**config.mk**
```make
export PLATFORM = sky130hd
export DESIGN_NAME = lamp_pwm_and_fault_status
export DESIGN_NICKNAME = d
export VERILOG_FILES = /design/src/hw/lamp_pkg.sv /design/src/hw/pwm_chan_if.sv /design/src/hw/lamp_pwm_gen.sv /design/src/hw/lamp_pwm_and_fault_status.sv
export SDC_FILE = /design/constraint.sdc
export NUM_CORES = 1
export LEC_CHECK = 0
export BUFFER_PORTS_ARGS = -buffer_cell sky130_fd_sc_hd__clkbuf_2
export CAP_MARGIN = 10
export CORE_MARGIN = 2
export CORE_UTILIZATION = 31
export CTS_BUF_LIST = sky130_fd_sc_hd__clkbuf_4 sky130_fd_sc_hd__clkbuf_8
export DETAILED_ROUTE_END_ITERATION = 16
export PLACE_DENSITY = 0.51
export SLEW_MARGIN = 20
export SYNTH_ARGS = -nofsm -noshare
export SYNTH_HDL_FRONTEND = slang
export SYNTH_SLANG_ARGS = --single-unit
```
**constraint.sdc**
```tcl
create_clock -name CLK -period 3.05 [get_ports CLK]
set_input_delay 0.1525 -clock CLK [delete_from_list [all_inputs] [get_ports CLK]]
set_output_delay 0.1525 -clock CLK [all_outputs]
set_load 0.005 [all_outputs]
```
**src/hw/lamp_pkg.sv**
```systemverilog
// constants for the lamp pwm and bridge fault status register bank
//
// Behaviour
// - first lamp duty is (first_lamp_duty_code + 1) / 128, reset code zero.
// - second lamp duty is (second_lamp_duty_code + 1) / 128, reset code zero.
// - internal pwm drives lamp outputs only while internal_pwm_select is set.
// - first lamp pwm runs at 170 Hz with select 0, 225 Hz with 1.
// - second lamp pwm runs at 170 Hz with select 0, 225 Hz with 1.
// - overcurrent sets that switch's flag in bits 15..4 and turns it off.
// - any overcurrent flag set raises the global supply or overcurrent flag.
// - with recovery enabled, a tripped switch turns back on after the programmed delay.
// - underload flag sets when switch on and current low for the filter time.
// - any underload flag raises the global underload flag unless suppressed.
// - first bridge suppress bits withhold global underload for that bridge's switches.
// - general underload suppress withholds the global underload flag entirely.
package lamp_pkg;
  // ==========================================================
  // register map
  localparam logic [4:0] ADDR_PWM_PAIR = 5'h09;
  localparam logic [4:0] ADDR_OC_FLAGS = 5'h10;
  localparam logic [4:0] ADDR_ULD_FLAGS = 5'h11;
  localparam int ADDR_W = 5;
  localparam int DATA_W = 16;
  localparam logic [15:0] PWM_PAIR_RESET = 16'h0000;
  localparam logic [15:0] STATUS_RESET = 16'h0000;
  // ==========================================================
  // field layout
  localparam int FIRST_FSEL_BIT = 15;
  localparam int FIRST_DUTY_LSB = 8;
  localparam int SECOND_FSEL_BIT = 7;
  localparam int SECOND_DUTY_LSB = 0;
  localparam int DUTY_W = 7;
  localparam int SWITCHES = 12;
  localparam int FLAG_LSB = 4;
  localparam int FIRST_HS_IDX = 11;
  localparam int FIRST_LS_IDX = 10;
  // ==========================================================
  // timing
  localparam int CLK_HZ = 100_000_000;
  localparam int PWM_LOW_HZ = 170;
  localparam int PWM_HIGH_HZ = 225;
  localparam int PWM_STEPS = 128;
  localparam int STEP_LOW_CYCLES = CLK_HZ / (PWM_LOW_HZ * PWM_STEPS);
  localparam int STEP_HIGH_CYCLES = CLK_HZ / (PWM_HIGH_HZ * PWM_STEPS);
  localparam int ULD_FILTER_US = 10;
  localparam int ULD_FILTER_CYCLES = (ULD_FILTER_US * (CLK_HZ / 1_000_000));
  localparam int RECOVERY_UNIT_US = 100;
  localparam int RECOVERY_UNIT_CYCLES = RECOVERY_UNIT_US * (CLK_HZ / 1_000_000);
  localparam int RECOVERY_FIELD_W = 2;
endpackage : lamp_pkg

```
**src/hw/pwm_chan_if.sv**
```systemverilog
// carrier between the register bank and one pwm channel
`timescale 1ns/1ps
interface pwm_chan_if;
  logic [lamp_pkg::DUTY_W-1:0] duty;
  logic fsel;
  logic enable;
  logic out;
  modport bank (output duty, output fsel, output enable, input out);
  modport chan (input duty, input fsel, input enable, output out);
endinterface : pwm_chan_if

```
**src/hw/lamp_pwm_gen.sv**
```systemverilog
// one internal pwm channel: 128 steps per period, two base rates
`timescale 1ns/1ps
module lamp_pwm_gen #(
  parameter int STEP_LOW = lamp_pkg::STEP_LOW_CYCLES,
  parameter int STEP_HIGH = lamp_pkg::STEP_HIGH_CYCLES
) (
  input wire logic clk,
  input wire logic resetn,
  input wire logic ce,
  pwm_chan_if.chan ch
);
  localparam int PRE_W = $clog2(STEP_LOW + 1);

  generate
    if (STEP_LOW < 1 || STEP_HIGH < 1 || STEP_HIGH > STEP_LOW) begin : g_bad
      $error("pwm step counts out of range");
    end
  endgenerate

  logic [PRE_W-1:0] pre_q;
  logic [lamp_pkg::DUTY_W-1:0] phase_q;
  logic [PRE_W-1:0] step_last;
  logic out_q;

  // ==========================================================
  // period timing
  assign step_last = ch.fsel ? PRE_W'(STEP_HIGH - 1) : PRE_W'(STEP_LOW - 1);

  always_ff @(posedge clk or negedge resetn) begin
    if (!resetn) begin
      pre_q <= '0;
      phase_q <= '0;
    end else if (ce) begin
      // >= keeps a rate change mid-step from overrunning the counter
      if (pre_q >= step_last) begin
        pre_q <= '0;
        phase_q <= phase_q + 1'b1;
      end else begin
        pre_q <= pre_q + 1'b1;
      end
    end
  end

  // ==========================================================
  // output: high for duty+1 of 128 steps
  always_ff @(posedge clk or negedge resetn) begin
    if (!resetn) begin
      out_q <= 1'b0;
    end else if (ce) begin
      out_q <= ch.enable && (phase_q <= ch.duty);
    end
  end

  assign ch.out = out_q;
endmodule : lamp_pwm_gen

```
**src/hw/lamp_pwm_and_fault_status.sv**
```systemverilog
// lamp pwm settings and sticky bridge overcurrent / underload status
`timescale 1ns/1ps
module lamp_pwm_and_fault_status #(
  parameter int STEP_LOW = lamp_pkg::STEP_LOW_CYCLES,
  parameter int STEP_HIGH = lamp_pkg::STEP_HIGH_CYCLES,
  parameter int ULD_FILTER = lamp_pkg::ULD_FILTER_CYCLES,
  parameter int RECOVERY_UNIT = lamp_pkg::RECOVERY_UNIT_CYCLES
) (
  input wire logic CLK,
  input wire logic RESETN,
  input wire logic CE,
  input wire logic REG_WR,
  input wire logic REG_RD,
  input wire logic [lamp_pkg::ADDR_W-1:0] REG_ADDR,
  input wire logic [lamp_pkg::DATA_W-1:0] REG_WDATA,
  output logic [lamp_pkg::DATA_W-1:0] REG_RDATA,
  input wire logic INTERNAL_PWM_SELECT,
  input wire logic OC_RECOVERY_EN,
  input wire logic [lamp_pkg::RECOVERY_FIELD_W-1:0] RECOVERY_DELAY_FIELD,
  input wire logic FIRST_BRIDGE_HS_SUPPRESS,
  input wire logic FIRST_BRIDGE_LS_SUPPRESS,
  input wire logic GENERAL_UNDERLOAD_SUPPRESS,
  input wire logic [lamp_pkg::SWITCHES-1:0] SWITCH_ON_CMD,
  input wire logic [lamp_pkg::SWITCHES-1:0] OVERCURRENT_DETECT,
  input wire logic [lamp_pkg::SWITCHES-1:0] CURRENT_BELOW_THRESHOLD,
  output logic [lamp_pkg::SWITCHES-1:0] SWITCH_EN,
  output logic FIRST_LAMP_OUTPUT,
  output logic SECOND_LAMP_OUTPUT,
  output logic GLOBAL_SUPPLY_OR_OVERCURRENT_FLAG,
  output logic GLOBAL_UNDERLOAD_FLAG
);
  localparam int N = lamp_pkg::SWITCHES;
  localparam int REC_MAX = RECOVERY_UNIT * (1 << lamp_pkg::RECOVERY_FIELD_W);
  localparam int REC_W = $clog2(REC_MAX + 1);
  localparam int ULD_W = $clog2(ULD_FILTER + 1);

  generate
    if (ULD_FILTER < 1 || RECOVERY_UNIT < 1) begin : g_bad
      $error("filter and recovery counts must be at least one");
    end
  endgenerate

  // sticky flags: hardware set wins over a clearing read in the same cycle
  function automatic logic [N-1:0] sticky_next(input logic [N-1:0] cur,
                                               input logic [N-1:0] set, input logic clr);
    sticky_next = (clr ? '0 : cur) | set;
  endfunction : sticky_next

  function automatic logic [lamp_pkg::DATA_W-1:0] status_word(input logic [N-1:0] f);
    status_word = {f, lamp_pkg::FLAG_LSB'(0)};
  endfunction : status_word

  logic [lamp_pkg::DATA_W-1:0] pwm_pair_q;
  logic [N-1:0] oc_q;
  logic [N-1:0] uld_q;
  logic [N-1:0] tripped_q;
  logic [N-1:0] sw_en_q;
  logic [REC_W-1:0] rec_cnt_q [N];
  logic [ULD_W-1:0] uld_cnt_q [N];
  logic [lamp_pkg::DATA_W-1:0] rdata_q;
  logic glob_oc_q;
  logic glob_uld_q;
  logic [N-1:0] oc_set;
  logic [N-1:0] uld_set;
  logic [N-1:0] uld_visible;
  logic [REC_W-1:0] rec_target;
  logic rd_oc;
  logic rd_uld;

  // ==========================================================
  // register access
  assign rd_oc = REG_RD && (REG_ADDR == lamp_pkg::ADDR_OC_FLAGS);
  assign rd_uld = REG_RD && (REG_ADDR == lamp_pkg::ADDR_ULD_FLAGS);

  always_ff @(posedge CLK or negedge RESETN) begin
    if (!RESETN) begin
      pwm_pair_q <= lamp_pkg::PWM_PAIR_RESET;
    end else if (CE && REG_WR && REG_ADDR == lamp_pkg::ADDR_PWM_PAIR) begin
      pwm_pair_q <= REG_WDATA;
    end
  end

  always_ff @(posedge CLK or negedge RESETN) begin
    if (!RESETN) begin
      rdata_q <= '0;
    end else if (CE && REG_RD) begin
      if (REG_ADDR == lamp_pkg::ADDR_PWM_PAIR) begin
        rdata_q <= pwm_pair_q;
      end else if (REG_ADDR == lamp_pkg::ADDR_OC_FLAGS) begin
        rdata_q <= status_word(oc_q);
      end else if (REG_ADDR == lamp_pkg::ADDR_ULD_FLAGS) begin
        rdata_q <= status_word(uld_q);
      end else begin
        rdata_q <= '0;
      end
    end
  end

  // ==========================================================
  // overcurrent: flag, shut-off and recovery
  assign oc_set = OVERCURRENT_DETECT & sw_en_q;
  assign rec_target = REC_W'(RECOVERY_UNIT * (int'(RECOVERY_DELAY_FIELD) + 1));

  always_ff @(posedge CLK or negedge RESETN) begin
    if (!RESETN) begin
      oc_q <= lamp_pkg::STATUS_RESET[lamp_pkg::DATA_W-1:lamp_pkg::FLAG_LSB];
    end else if (CE) begin
      oc_q <= sticky_next(oc_q, oc_set, rd_oc);
    end
  end

  always_ff @(posedge CLK or negedge RESETN) begin
    if (!RESETN) begin
      tripped_q <= '0;
      for (int i = 0; i < N; i++) begin
        rec_cnt_q[i] <= '0;
      end
    end else if (CE) begin
      for (int i = 0; i < N; i++) begin
        if (oc_set[i]) begin
          tripped_q[i] <= 1'b1;
          rec_cnt_q[i] <= '0;
        end else if (tripped_q[i]) begin
          if (OC_RECOVERY_EN) begin
            if (rec_cnt_q[i] >= rec_target - 1'b1) begin
              tripped_q[i] <= 1'b0;
              rec_cnt_q[i] <= '0;
            end else begin
              rec_cnt_q[i] <= rec_cnt_q[i] + 1'b1;
            end
          end else if (!oc_q[i] && !SWITCH_ON_CMD[i]) begin
            // manual restart: flag cleared and command dropped before re-arming
            tripped_q[i] <= 1'b0;
          end
        end
      end
    end
  end

  always_ff @(posedge CLK or negedge RESETN) begin
    if (!RESETN) begin
      sw_en_q <= '0;
    end else if (CE) begin
      sw_en_q <= SWITCH_ON_CMD & ~tripped_q & ~oc_set;
    end
  end

  // ==========================================================
  // underload filter, only while the switch is on
  always_ff @(posedge CLK or negedge RESETN) begin
    if (!RESETN) begin
      for (int i = 0; i < N; i++) begin
        uld_cnt_q[i] <= '0;
      end
    end else if (CE) begin
      for (int i = 0; i < N; i++) begin
        if (!(sw_en_q[i] && CURRENT_BELOW_THRESHOLD[i])) begin
          uld_cnt_q[i] <= '0;
        end else if (uld_cnt_q[i] < ULD_W'(ULD_FILTER)) begin
          uld_cnt_q[i] <= uld_cnt_q[i] + 1'b1;
        end
      end
    end
  end

  always_comb begin
    for (int i = 0; i < N; i++) begin
      uld_set[i] = sw_en_q[i] && CURRENT_BELOW_THRESHOLD[i]
                   && (uld_cnt_q[i] >= ULD_W'(ULD_FILTER - 1));
    end
  end

  always_ff @(posedge CLK or negedge RESETN) begin
    if (!RESETN) begin
      uld_q <= lamp_pkg::STATUS_RESET[lamp_pkg::DATA_W-1:lamp_pkg::FLAG_LSB];
    end else if (CE) begin
      uld_q <= sticky_next(uld_q, uld_set, rd_uld);
    end
  end

  // ==========================================================
  // global indications
  always_comb begin
    uld_visible = uld_q;
    uld_visible[lamp_pkg::FIRST_HS_IDX] = uld_q[lamp_pkg::FIRST_HS_IDX]
                                          && !FIRST_BRIDGE_HS_SUPPRESS;
    uld_visible[lamp_pkg::FIRST_LS_IDX] = uld_q[lamp_pkg::FIRST_LS_IDX]
                                          && !FIRST_BRIDGE_LS_SUPPRESS;
  end

  always_ff @(posedge CLK or negedge RESETN) begin
    if (!RESETN) begin
      glob_oc_q <= 1'b0;
      glob_uld_q <= 1'b0;
    end else if (CE) begin
      glob_oc_q <= |oc_q;
      glob_uld_q <= (|uld_visible) && !GENERAL_UNDERLOAD_SUPPRESS;
    end
  end

  // ==========================================================
  // internal pwm channels
  pwm_chan_if first_ch ();
  pwm_chan_if second_ch ();

  assign first_ch.duty = pwm_pair_q[lamp_pkg::FIRST_DUTY_LSB +: lamp_pkg::DUTY_W];
  assign first_ch.fsel = pwm_pair_q[lamp_pkg::FIRST_FSEL_BIT];
  assign first_ch.enable = INTERNAL_PWM_SELECT;
  assign second_ch.duty = pwm_pair_q[lamp_pkg::SECOND_DUTY_LSB +: lamp_pkg::DUTY_W];
  assign second_ch.fsel = pwm_pair_q[lamp_pkg::SECOND_FSEL_BIT];
  assign second_ch.enable = INTERNAL_PWM_SELECT;

  lamp_pwm_gen #(.STEP_LOW(STEP_LOW), .STEP_HIGH(STEP_HIGH)) u_first (
    .clk(CLK),
    .resetn(RESETN),
    .ce(CE),
    .ch(first_ch)
  );

  lamp_pwm_gen #(.STEP_LOW(STEP_LOW), .STEP_HIGH(STEP_HIGH)) u_second (
    .clk(CLK),
    .resetn(RESETN),
    .ce(CE),
    .ch(second_ch)
  );

  assign REG_RDATA = rdata_q;
  assign SWITCH_EN = sw_en_q;
  assign FIRST_LAMP_OUTPUT = first_ch.out;
  assign SECOND_LAMP_OUTPUT = second_ch.out;
  assign GLOBAL_SUPPLY_OR_OVERCURRENT_FLAG = glob_oc_q;
  assign GLOBAL_UNDERLOAD_FLAG = glob_uld_q;
endmodule : lamp_pwm_and_fault_status

```
# Word-level counts from Yosys, hierarchy flattened
# Index checks and enable logic that the tools add are counted.
[word_totals]
elab_cells = 397
output_inout_bits = 32
regBits = 436
input_bits = 69
[classes]
order_cmp = 40
n_eq_ne = 15
mux = 141
add_sub_neg = 30
n_mul = 1
n_reduce_logical = 125
n_bitwise = 7
[ops]
columns = ["cell", "count"]
rows = [
  ["$mux 16", 51],
  ["$mux 10", 24],
  ["$add 16x1->16 const B", 12],
  ["$ge 16x16->1", 12],
  ["$add 10x1->10 const B", 12],
  ["$ge 10x10->1 const B", 12],
  ["$lt 10x10->1 const B", 12],
  ["$mux 1", 60],
  ["$mux 13", 4],
  ["$reduce_bool 2->1", 24],
  ["$logic_and 1x1->1", 46],
  ["$and 12x12->12", 3],
  ["$reduce_and 3->1", 12],
  ["$reduce_and 2->1", 14],
  ["$logic_not 1->1", 27],
  ["$add 13x1->13 const B", 2],
  ["$ge 13x13->1", 2],
  ["$mux 12", 2],
  ["$ne 2x1->1 const B", 12],
  ["$not 12->12", 2],
  ["$or 12x12->12", 2],
  ["$reduce_or 12->1", 2],
  ["$sub 16x1->16 const B", 1],
  ["$add 7x1->7 const B", 2],
  ["other kinds (5)", 7],
]

# Depth between registers and ports, before layout
# Gate-level depths: netlist (run 1).
[logic_depth]
ltp_word = 8
mapped_depth = 13
mapped_depth_nobuf = 12

# By module
# A second synthesis (run 1) with hierarchy kept.
[unflattened]
hier_cells = 2714
area_unflattened_um2 = 25552.0
[by_module_without_submodules]
columns = ["module", "cells_per_inst", "seq_area_each_um2", "area_each_um2", "n_inst"]
rows = [
  ["lamp_pwm_and_fault_status", 2426, 9859.5, 22709.3, 1],
  ["lamp_pwm_gen at u_second", 147, 525.5, 1448.9, 1],
  ["lamp_pwm_gen at u_first", 141, 525.5, 1393.8, 1],
]

# Worst setup path before layout (run 1)
# OpenSTA, ideal clock, no wires.
[synth_timing]
kind = "input-to-reg"
from = "input port RECOVERY_DELAY_FIELD[0] in the netlist's numbering"
to = "register rec_cnt_q[156] in the netlist's numbering"
t_arrival_ps = 3517
t_required_ps = 2974
n_path_buf = 1
setup_ps = 76
slack_ps = -543
stages = 13
path_cell_list = "inv_1 > ha_1 > inv_1 > xnor2_1 > ha_1 > a211oi_1 > o21ai_0 > a31oi_1 > nand3_1 > or2_1 > buf_2 > or3_1 > o21ai_1"
[synth_between]
elab_chain_cells = 8
[synth_lines]
columns = ["element", "line_no", "source"]
rows = [
  ["start, declared", "lamp_pwm_and_fault_status.sv:19", "input wire logic [lamp_pkg::RECOVERY_FIELD_W-1:0] RECOVERY_DELAY_FIELD,"],
  ["$add 2x1->3", "lamp_pwm_and_fault_status.sv:102", "assign rec_target = REC_W'(RECOVERY_UNIT * (int'(RECOVERY_DELAY_FIELD) + 1));"],
  ["$mul 10x3->12", "lamp_pwm_and_fault_status.sv:102", ""],
  ["$sub 16x1->16", "lamp_pwm_and_fault_status.sv:125", "if (rec_cnt_q[i] >= rec_target - 1'b1) begin"],
  ["$ge 16x16->1", "lamp_pwm_and_fault_status.sv:125", ""],
  ["$mux 16", "lamp_pwm_and_fault_status.sv:125", ""],
  ["$mux 16", "lamp_pwm_and_fault_status.sv:124", "if (OC_RECOVERY_EN) begin"],
  ["$mux 16", "lamp_pwm_and_fault_status.sv:123", "end else if (tripped_q[i]) begin"],
  ["$mux 16", "lamp_pwm_and_fault_status.sv:120", "if (oc_set[i]) begin"],
  ["end signal, assigned by index", "lamp_pwm_and_fault_status.sv:129", "rec_cnt_q[i] <= rec_cnt_q[i] + 1'b1;"],
  ["end, declared", "lamp_pwm_and_fault_status.sv:58", "logic [REC_W-1:0] rec_cnt_q [N];"],
]
# Every way passes these cells. The select of a mux whose other input is x is not followed.
# A chain may end at the register's enable or synchronous reset.

# Worst setup path in the final report (run 1)
[layout_timing]
from = "input port RECOVERY_DELAY_FIELD[0] in the netlist's numbering"
to = "register tripped_q[7]"
[layout_between]
elab_chain_cells = 8
[layout_lines]
columns = ["element", "line_no", "source"]
rows = [
  ["$add 2x1->3", "lamp_pwm_and_fault_status.sv:102", ""],
  ["$mul 10x3->12", "lamp_pwm_and_fault_status.sv:102", ""],
  ["$sub 16x1->16", "lamp_pwm_and_fault_status.sv:125", ""],
  ["$ge 16x16->1", "lamp_pwm_and_fault_status.sv:125", ""],
  ["$mux 1", "lamp_pwm_and_fault_status.sv:125", ""],
  ["$mux 1", "lamp_pwm_and_fault_status.sv:124", ""],
  ["$mux 1", "lamp_pwm_and_fault_status.sv:123", ""],
  ["$mux 1", "lamp_pwm_and_fault_status.sv:120", ""],
  ["end signal, assigned by index", "lamp_pwm_and_fault_status.sv:121", "tripped_q[i] <= 1'b1;"],
  ["end signal, assigned by index", "lamp_pwm_and_fault_status.sv:126", "tripped_q[i] <= 1'b0;"],
  ["end signal, assigned by index", "lamp_pwm_and_fault_status.sv:133", "tripped_q[i] <= 1'b0;"],
  ["end, declared", "lamp_pwm_and_fault_status.sv:56", "logic [N-1:0] tripped_q;"],
]
# Every way passes these cells.

==> results of run 1 <==
==> cells in the final DEF (no fill, tap or decap), types with 13 or more instances in the layout <==
cell type / count
a211o_1: 17
a211oi_1: 13
a21o_1: 41
a21oi_1: 112
a22o_1: 19
a31oi_1: 34
and2_1: 17
and3_1: 47
and4_1: 13
buf_12: 14
buf_4: 115
clkbuf_2: 98
clkbuf_4: 27
clkbuf_8: 98
conb_1: 14
dfrtp_1: 436
dlygate4sd3_1: 70
ha_1: 184
inv_1: 77
mux2_2: 40
nand2_1: 316
nand3_1: 157
nand4_1: 96
nor2_1: 281
nor3_1: 54
nor4_1: 21
o21a_1: 13
o21ai_0: 160
o21ai_1: 37
o31ai_1: 30
or3_1: 44
xnor2_1: 87
xor2_1: 88
==> sequential cells by signal, summed over array words and instances, names as in the netlist, 12 cells and up <==
register / cells
rec_cnt_q: 192
uld_cnt_q: 120
REG_RDATA: 16
pwm_pair_q: 16
u_first.pre_q: 13
u_second.pre_q: 13
SWITCH_EN: 12
oc_q: 12
tripped_q: 12
uld_q: 12
==> worst reg2reg max path, cell delays in order, from the launching register on <==
cell and delay (ps):
dfrtp_1 430, ha_1 350, nand3_1 110, nor4_1 280, a31oi_1 90, and3_1 210
buf_4 140, nor2_1 210, o22ai_1 120, dlygate4sd3_1 560
==> area by class of cell <==
class / instances / area share [%]
multi-input combinational: 2138 / 45.4
sequential: 436 / 35.9
timing repair buffer: 298 / 7.74
clock buffer: 125 / 5.11
tap: 1060 / 4.37
inverter: 79 / 0.993
clock inverter: 13 / 0.429
antenna: 4 / 0.0330
==> where the power goes <==
group	internal, µW	total [µW]	switching (µW)
sequential	6340	7090	752
combinational	1220	2860	1630
clock	3320	5950	2620
total	10900	15900	5010
==> path summary, 6_finish.rpt <==
path                            endpoint  slack (ps)  cells after the start
max                         tripped_q[7]         220                     16
min                         uld_cnt_q[1]          70                      2
max reg2reg                 tripped_q[7]         410                      9
min reg2reg                 REG_RDATA[9]         480                      2
max in group asynchronous  rec_cnt_q[93]        1970                      4
min in group CLK            REG_RDATA[2]          70                      5
==> per-stage QoR <==
step	setup slack [ps]	power, µW	instance area, µm²
final	223	15900	30400
after global placement	-131	9820	28000
after global routing	102	16900	30400
after CTS	267	16100	30300
after floorplan	-173	8600	25300
after detailed placement	-203	9940	28000
==> per-layer routing <==
metal  wire length, µm  part of all wire, %
met1             34900                   48
met2             33100                   45
met3              3490                  4.8
met4              1450                  2.0
met5                21                0.029
==> cells by family (layout without fill, tap and decap cells) <==
| family | after synthesis | count (layout) |
|---|---|---|
| and+or+nand+nor | 1119 | 1119 |
| adders and majority gates | 190 | 190 |
| muxes | 48 | 48 |
| buffers and inverters | 149 | 515 |
| xor gates and xnor gates | 177 | 177 |
| other | 2 | 18 |
| DFF | 436 | 436 |
| AOI/OAI and AO/OA | 590 | 590 |
==> reports/results.ini, run 1 <==
[final_layout]
fillCellCount = 8053
fin_util_pct = 37.7
seq_area_um2 = 10900
multiInputGateArea_um2 = 13800
nets = 3288
layout.cells.non_filler = 4153
area_delta_synth_final_pct = 20.5
final_layout_size_suffix_gt1_share_pct = 14.5

[global_routing]
grt_max_degree = 82
antenna_found_initial = 8
grt_use_met3_pct = 3.61
overflow = 0
grt_pass1_vias = 21900
grt-busiest-layer = met2
met1_usage_pct = 24.3
grt_pass1_wl_mm = 118
track_usage_pct = 17.6
use_met2_pct = 28.1

[timing]
finalMaxSlewViolations = 0
rsz0062_at_grt = no
hold_slack_ps = 70.3
tightestPinTransition_ps = 695
max_freq_ghz = 0.354
fin_setup_tns_ps = 0
fin_skew_ps = 30.3
slew_headroom_pct = 53.7
final-hold-violation-count = 0
post-route-min-period_ps = 2830
min_period_over_period_pct = 92.7
setup_violations = 0

[yosys]
synth_edf_count = 0
synth.area.mux_share_pct = 2.12
synth_cell_type_count = 87
synth_most_common_cell = dfrtp_1
synthArstFlopShare_pct = 100
synth_top_family_by_area = simple AND/OR/NAND/NOR gates
synthAdderAreaFrac_pct = 9.39
synth_cells = 2711
synth_seq_cells = 436
synthSimpleGateAreaFrac_pct = 21.4
synth_top_area_share_pct = 43.3
ys.flop_type = dfrtp_1
synth_xor_area_share_pct = 6.15
synth_commonest_cells = dfrtp_1 (436), nand2_1 (316), nor2_1 (281)
synth_area_um2 = 25200
synthTopCellsByArea = dfrtp_1 (43%), ha_1 (9.2%), nand2_1 (4.7%), nor2_1 (4.2%), o21ai_0 (3.2%)
synth-compound-area-share_pct = 15.2
synth_warnings = 0
synth_top_area_cell = dfrtp_1
ys_seq_area_share_pct = 43.3
avgSynthCellArea_um2 = 9.29

[worst_setup_path]
criticalPathCategory = in2reg
crit_buf_inv = 7
cpPeakStageDelay_ps = 560
critPathMaxFanout = 4
worstPathRequired_ps = 3610
path_cells = clkbuf_2, buf_4, buf_4, ha_1, ha_1, buf_12, buf_4, ha_1, o21ai_0, a21oi_1, o311ai_1, and3_1, buf_4, nor2_1, o22ai_1, dlygate4sd3_1
cp.arrival_ps = 3390
startpoint_type = primary input
cp-end-kind = flip-flop
critPathSlowestCell = dlygate4sd3_1
cp_common_cell = buf_4
worstReg2RegStart = rec_cnt_q[78]
crit_start = RECOVERY_DELAY_FIELD[0]
path_delay_family = buffers and inverters

[clock_network]
cts_tree = built
htree_num_levels = 3
numClockSinks = 436
postCtsSetupBuffers = 0
clockRootBuffer = clkbuf_8
clk_latency_ps = 700
ctsHoldBuffers = 70
ctsResizeCount = 0
cts.clk_slew.worst_paths_ps = 60
cts-buffers-inserted = 81
clock_path_buffers = 3

[drt]
vias = 21800
firstDrtPassIters = 5
drt.antenna.violating_nets = 0
wirelength_mm = 72.9
viasPerCell = 5.26
drc = 0
routedWlPerCell_um = 17.6
dr.first_iter.drc_count = 1415

[floorplanning]
ioPinCount = 101
start_util_pct = 31.3
die-area_um2 = 83600
std_cell_rows = 104
core_area_um2 = 80500
die_h_um = 289
die_width_um = 289

[placed_design]
dp.final_hpwl_mm = 52.9
dp_cells = 3941
gp_congestion = 0.860
portBuffers = 100

[power]
powerDensity_nw_per_um2 = 524
leakage_uw = 0.0137
ir_drop_mv = 0.326

[run]
cap_viol_max_count = 0

[outcome]
status = finished, final reports clean

[hold_path]
hold_path.class = in2async

(Power assumes the default switching activity.)
==> run 2, diff against run 1 <==
- SETUP_SLACK_MARGIN: default -> 0.4
==> reports/results.ini, run 2 (synthesized netlist as in run 1, its figures left out) <==
[outcome]
status = finished, final reports clean

[global_routing]
grt_pass1_wl_mm = 117
antenna_found_initial = 7
overflow = 0
grt_max_degree = 81
track_usage_pct = 17.5
grt_pass1_vias = 21700

[floorplanning]
die_h_um = 289
die_width_um = 289
ioPinCount = 101
core_area_um2 = 80500
std_cell_rows = 104
die-area_um2 = 83600
start_util_pct = 31.3

[final_layout]
area_delta_synth_final_pct = 20.9
fin_util_pct = 37.8
nets = 3277
largest_register_ffs = 192
final_common_cell = dfrtp_1
final_cell_mix = dfrtp_1 (435), nand2_1 (316), nor2_1 (279)
final_layout_size_suffix_gt1_share_pct = 14.8
top_regs = rec_cnt_q: 192 flops, uld_cnt_q: 120 flops
fillCellCount = 7973
largest-register = rec_cnt_q

[placed_design]
gp_congestion = 0.868
portBuffers = 100
dp.final_hpwl_mm = 52.2

[run]
cap_viol_max_count = 0

[hold_path]
hold_path.class = in2async

[power]
powerDensity_nw_per_um2 = 533
leakage_uw = 0.0137
ir_drop_mv = 0.382

[timing]
hold_slack_ps = 84.4
final-hold-violation-count = 0
min_period_over_period_pct = 82.5
setup_violations = 0
finalMaxSlewViolations = 0
post-route-min-period_ps = 2520
rsz0062_at_grt = no
fin_skew_ps = 54.2
tightestPinTransition_ps = 767
max_freq_ghz = 0.397
slew_headroom_pct = 48.7

[clock_network]
numClockSinks = 436
cts.clk_slew.worst_paths_ps = 60
cts-buffers-inserted = 81
htree_num_levels = 3
clk_latency_ps = 700
cts_tree = built
clockRootBuffer = clkbuf_8
clock_path_buffers = 3

[worst_setup_path]
path_cells = ha_1, a41o_1, a2111oi_2, a211oi_1, o2111a_2, nor2_4, nand2_4, o31ai_2
critPathSlowestCell = dfrtp_1
crit_buf_inv = 0
cp_num_cells = 8
cp-end-kind = flip-flop
path_delay_family = compound AO/OA/AOI/OAI gates
startpoint_type = flip-flop
criticalPathCategory = reg2reg
rr_worst_depth = 8
critPathMaxFanout = 11
worstPathRequired_ps = 3660
cp.arrival_ps = 3130
cpPeakStageDelay_ps = 450

[drt]
firstDrtPassIters = 5
drc = 0
vias = 21600
drt.antenna.violating_nets = 0
dr.first_iter.drc_count = 1357
wirelength_mm = 72.2
viasPerCell = 5.20
routedWlPerCell_um = 17.4

## run 2: timing repair
action,in CTS,in global routing
hold endpoints to repair,362,0
resized for setup,2,2
hold buffers,66,0
setup endpoints to repair,3,9
buffers inserted,0,1
## run 2: final timing paths
kind,slack [ps],startpoint,to
worst max-delay path,530,rec_cnt_q[100],rec_cnt_q[99]
worst max register to register,530,rec_cnt_q[100],rec_cnt_q[99]
worst min register to register,490,rec_cnt_q[34],rec_cnt_q[34]
min in group CLK,90,REG_ADDR[3],REG_RDATA[4]
worst min-delay path,80,RESETN,u_second.pre_q[11]
max in group asynchronous,2100,RESETN,uld_cnt_q[108]
## run 2: through the flow
step,instances,setup slack [ps],TNS (ps),instance area (µm²),power (µW)
2_1_floorplan,2723,-173,-1860,25300,8610
3_3_place_gp,3933,-176,-2840,27900,9800
3_5_place_dp,3933,-158,-4090,27900,9900
4_1_cts,4147,418,0,30400,16500
5_1_grt,4153,407,0,30500,17200
6_report,4153,533,0,30500,16300
## run 2: report_power, final
| group | internal [µW] | switching (µW) |
|---|---|---|
| combinational | 1200 | 1590 |
| sequential | 6340 | 783 |
| clock | 3580 | 2760 |
| total | 11100 | 5130 |
## run 2: layout make-up
class | instances | area [µm²] | share of cell area, %
multi-input combinational | 2138 | 13800 | 45.4
sequential | 436 | 10900 | 35.8
timing repair buffer | 287 | 2270 | 7.45
clock buffer | 121 | 1570 | 5.14
tap | 1060 | 1330 | 4.35
inverter | 79 | 302 | 0.990
clock inverter | 27 | 258 | 0.846
antenna | 5 | 12.5 | 0.0411
## run 2: metal layers
| layer | GRT usage [%] | part of all wire, % |
|---|---|---|
| met5 | 0 | 0.018 |
| met2 | 27.7 | 45 |
| met1 | 23.7 | 47 |
| met4 | 5.98 | 2.8 |
| met3 | 3.66 | 4.7 |
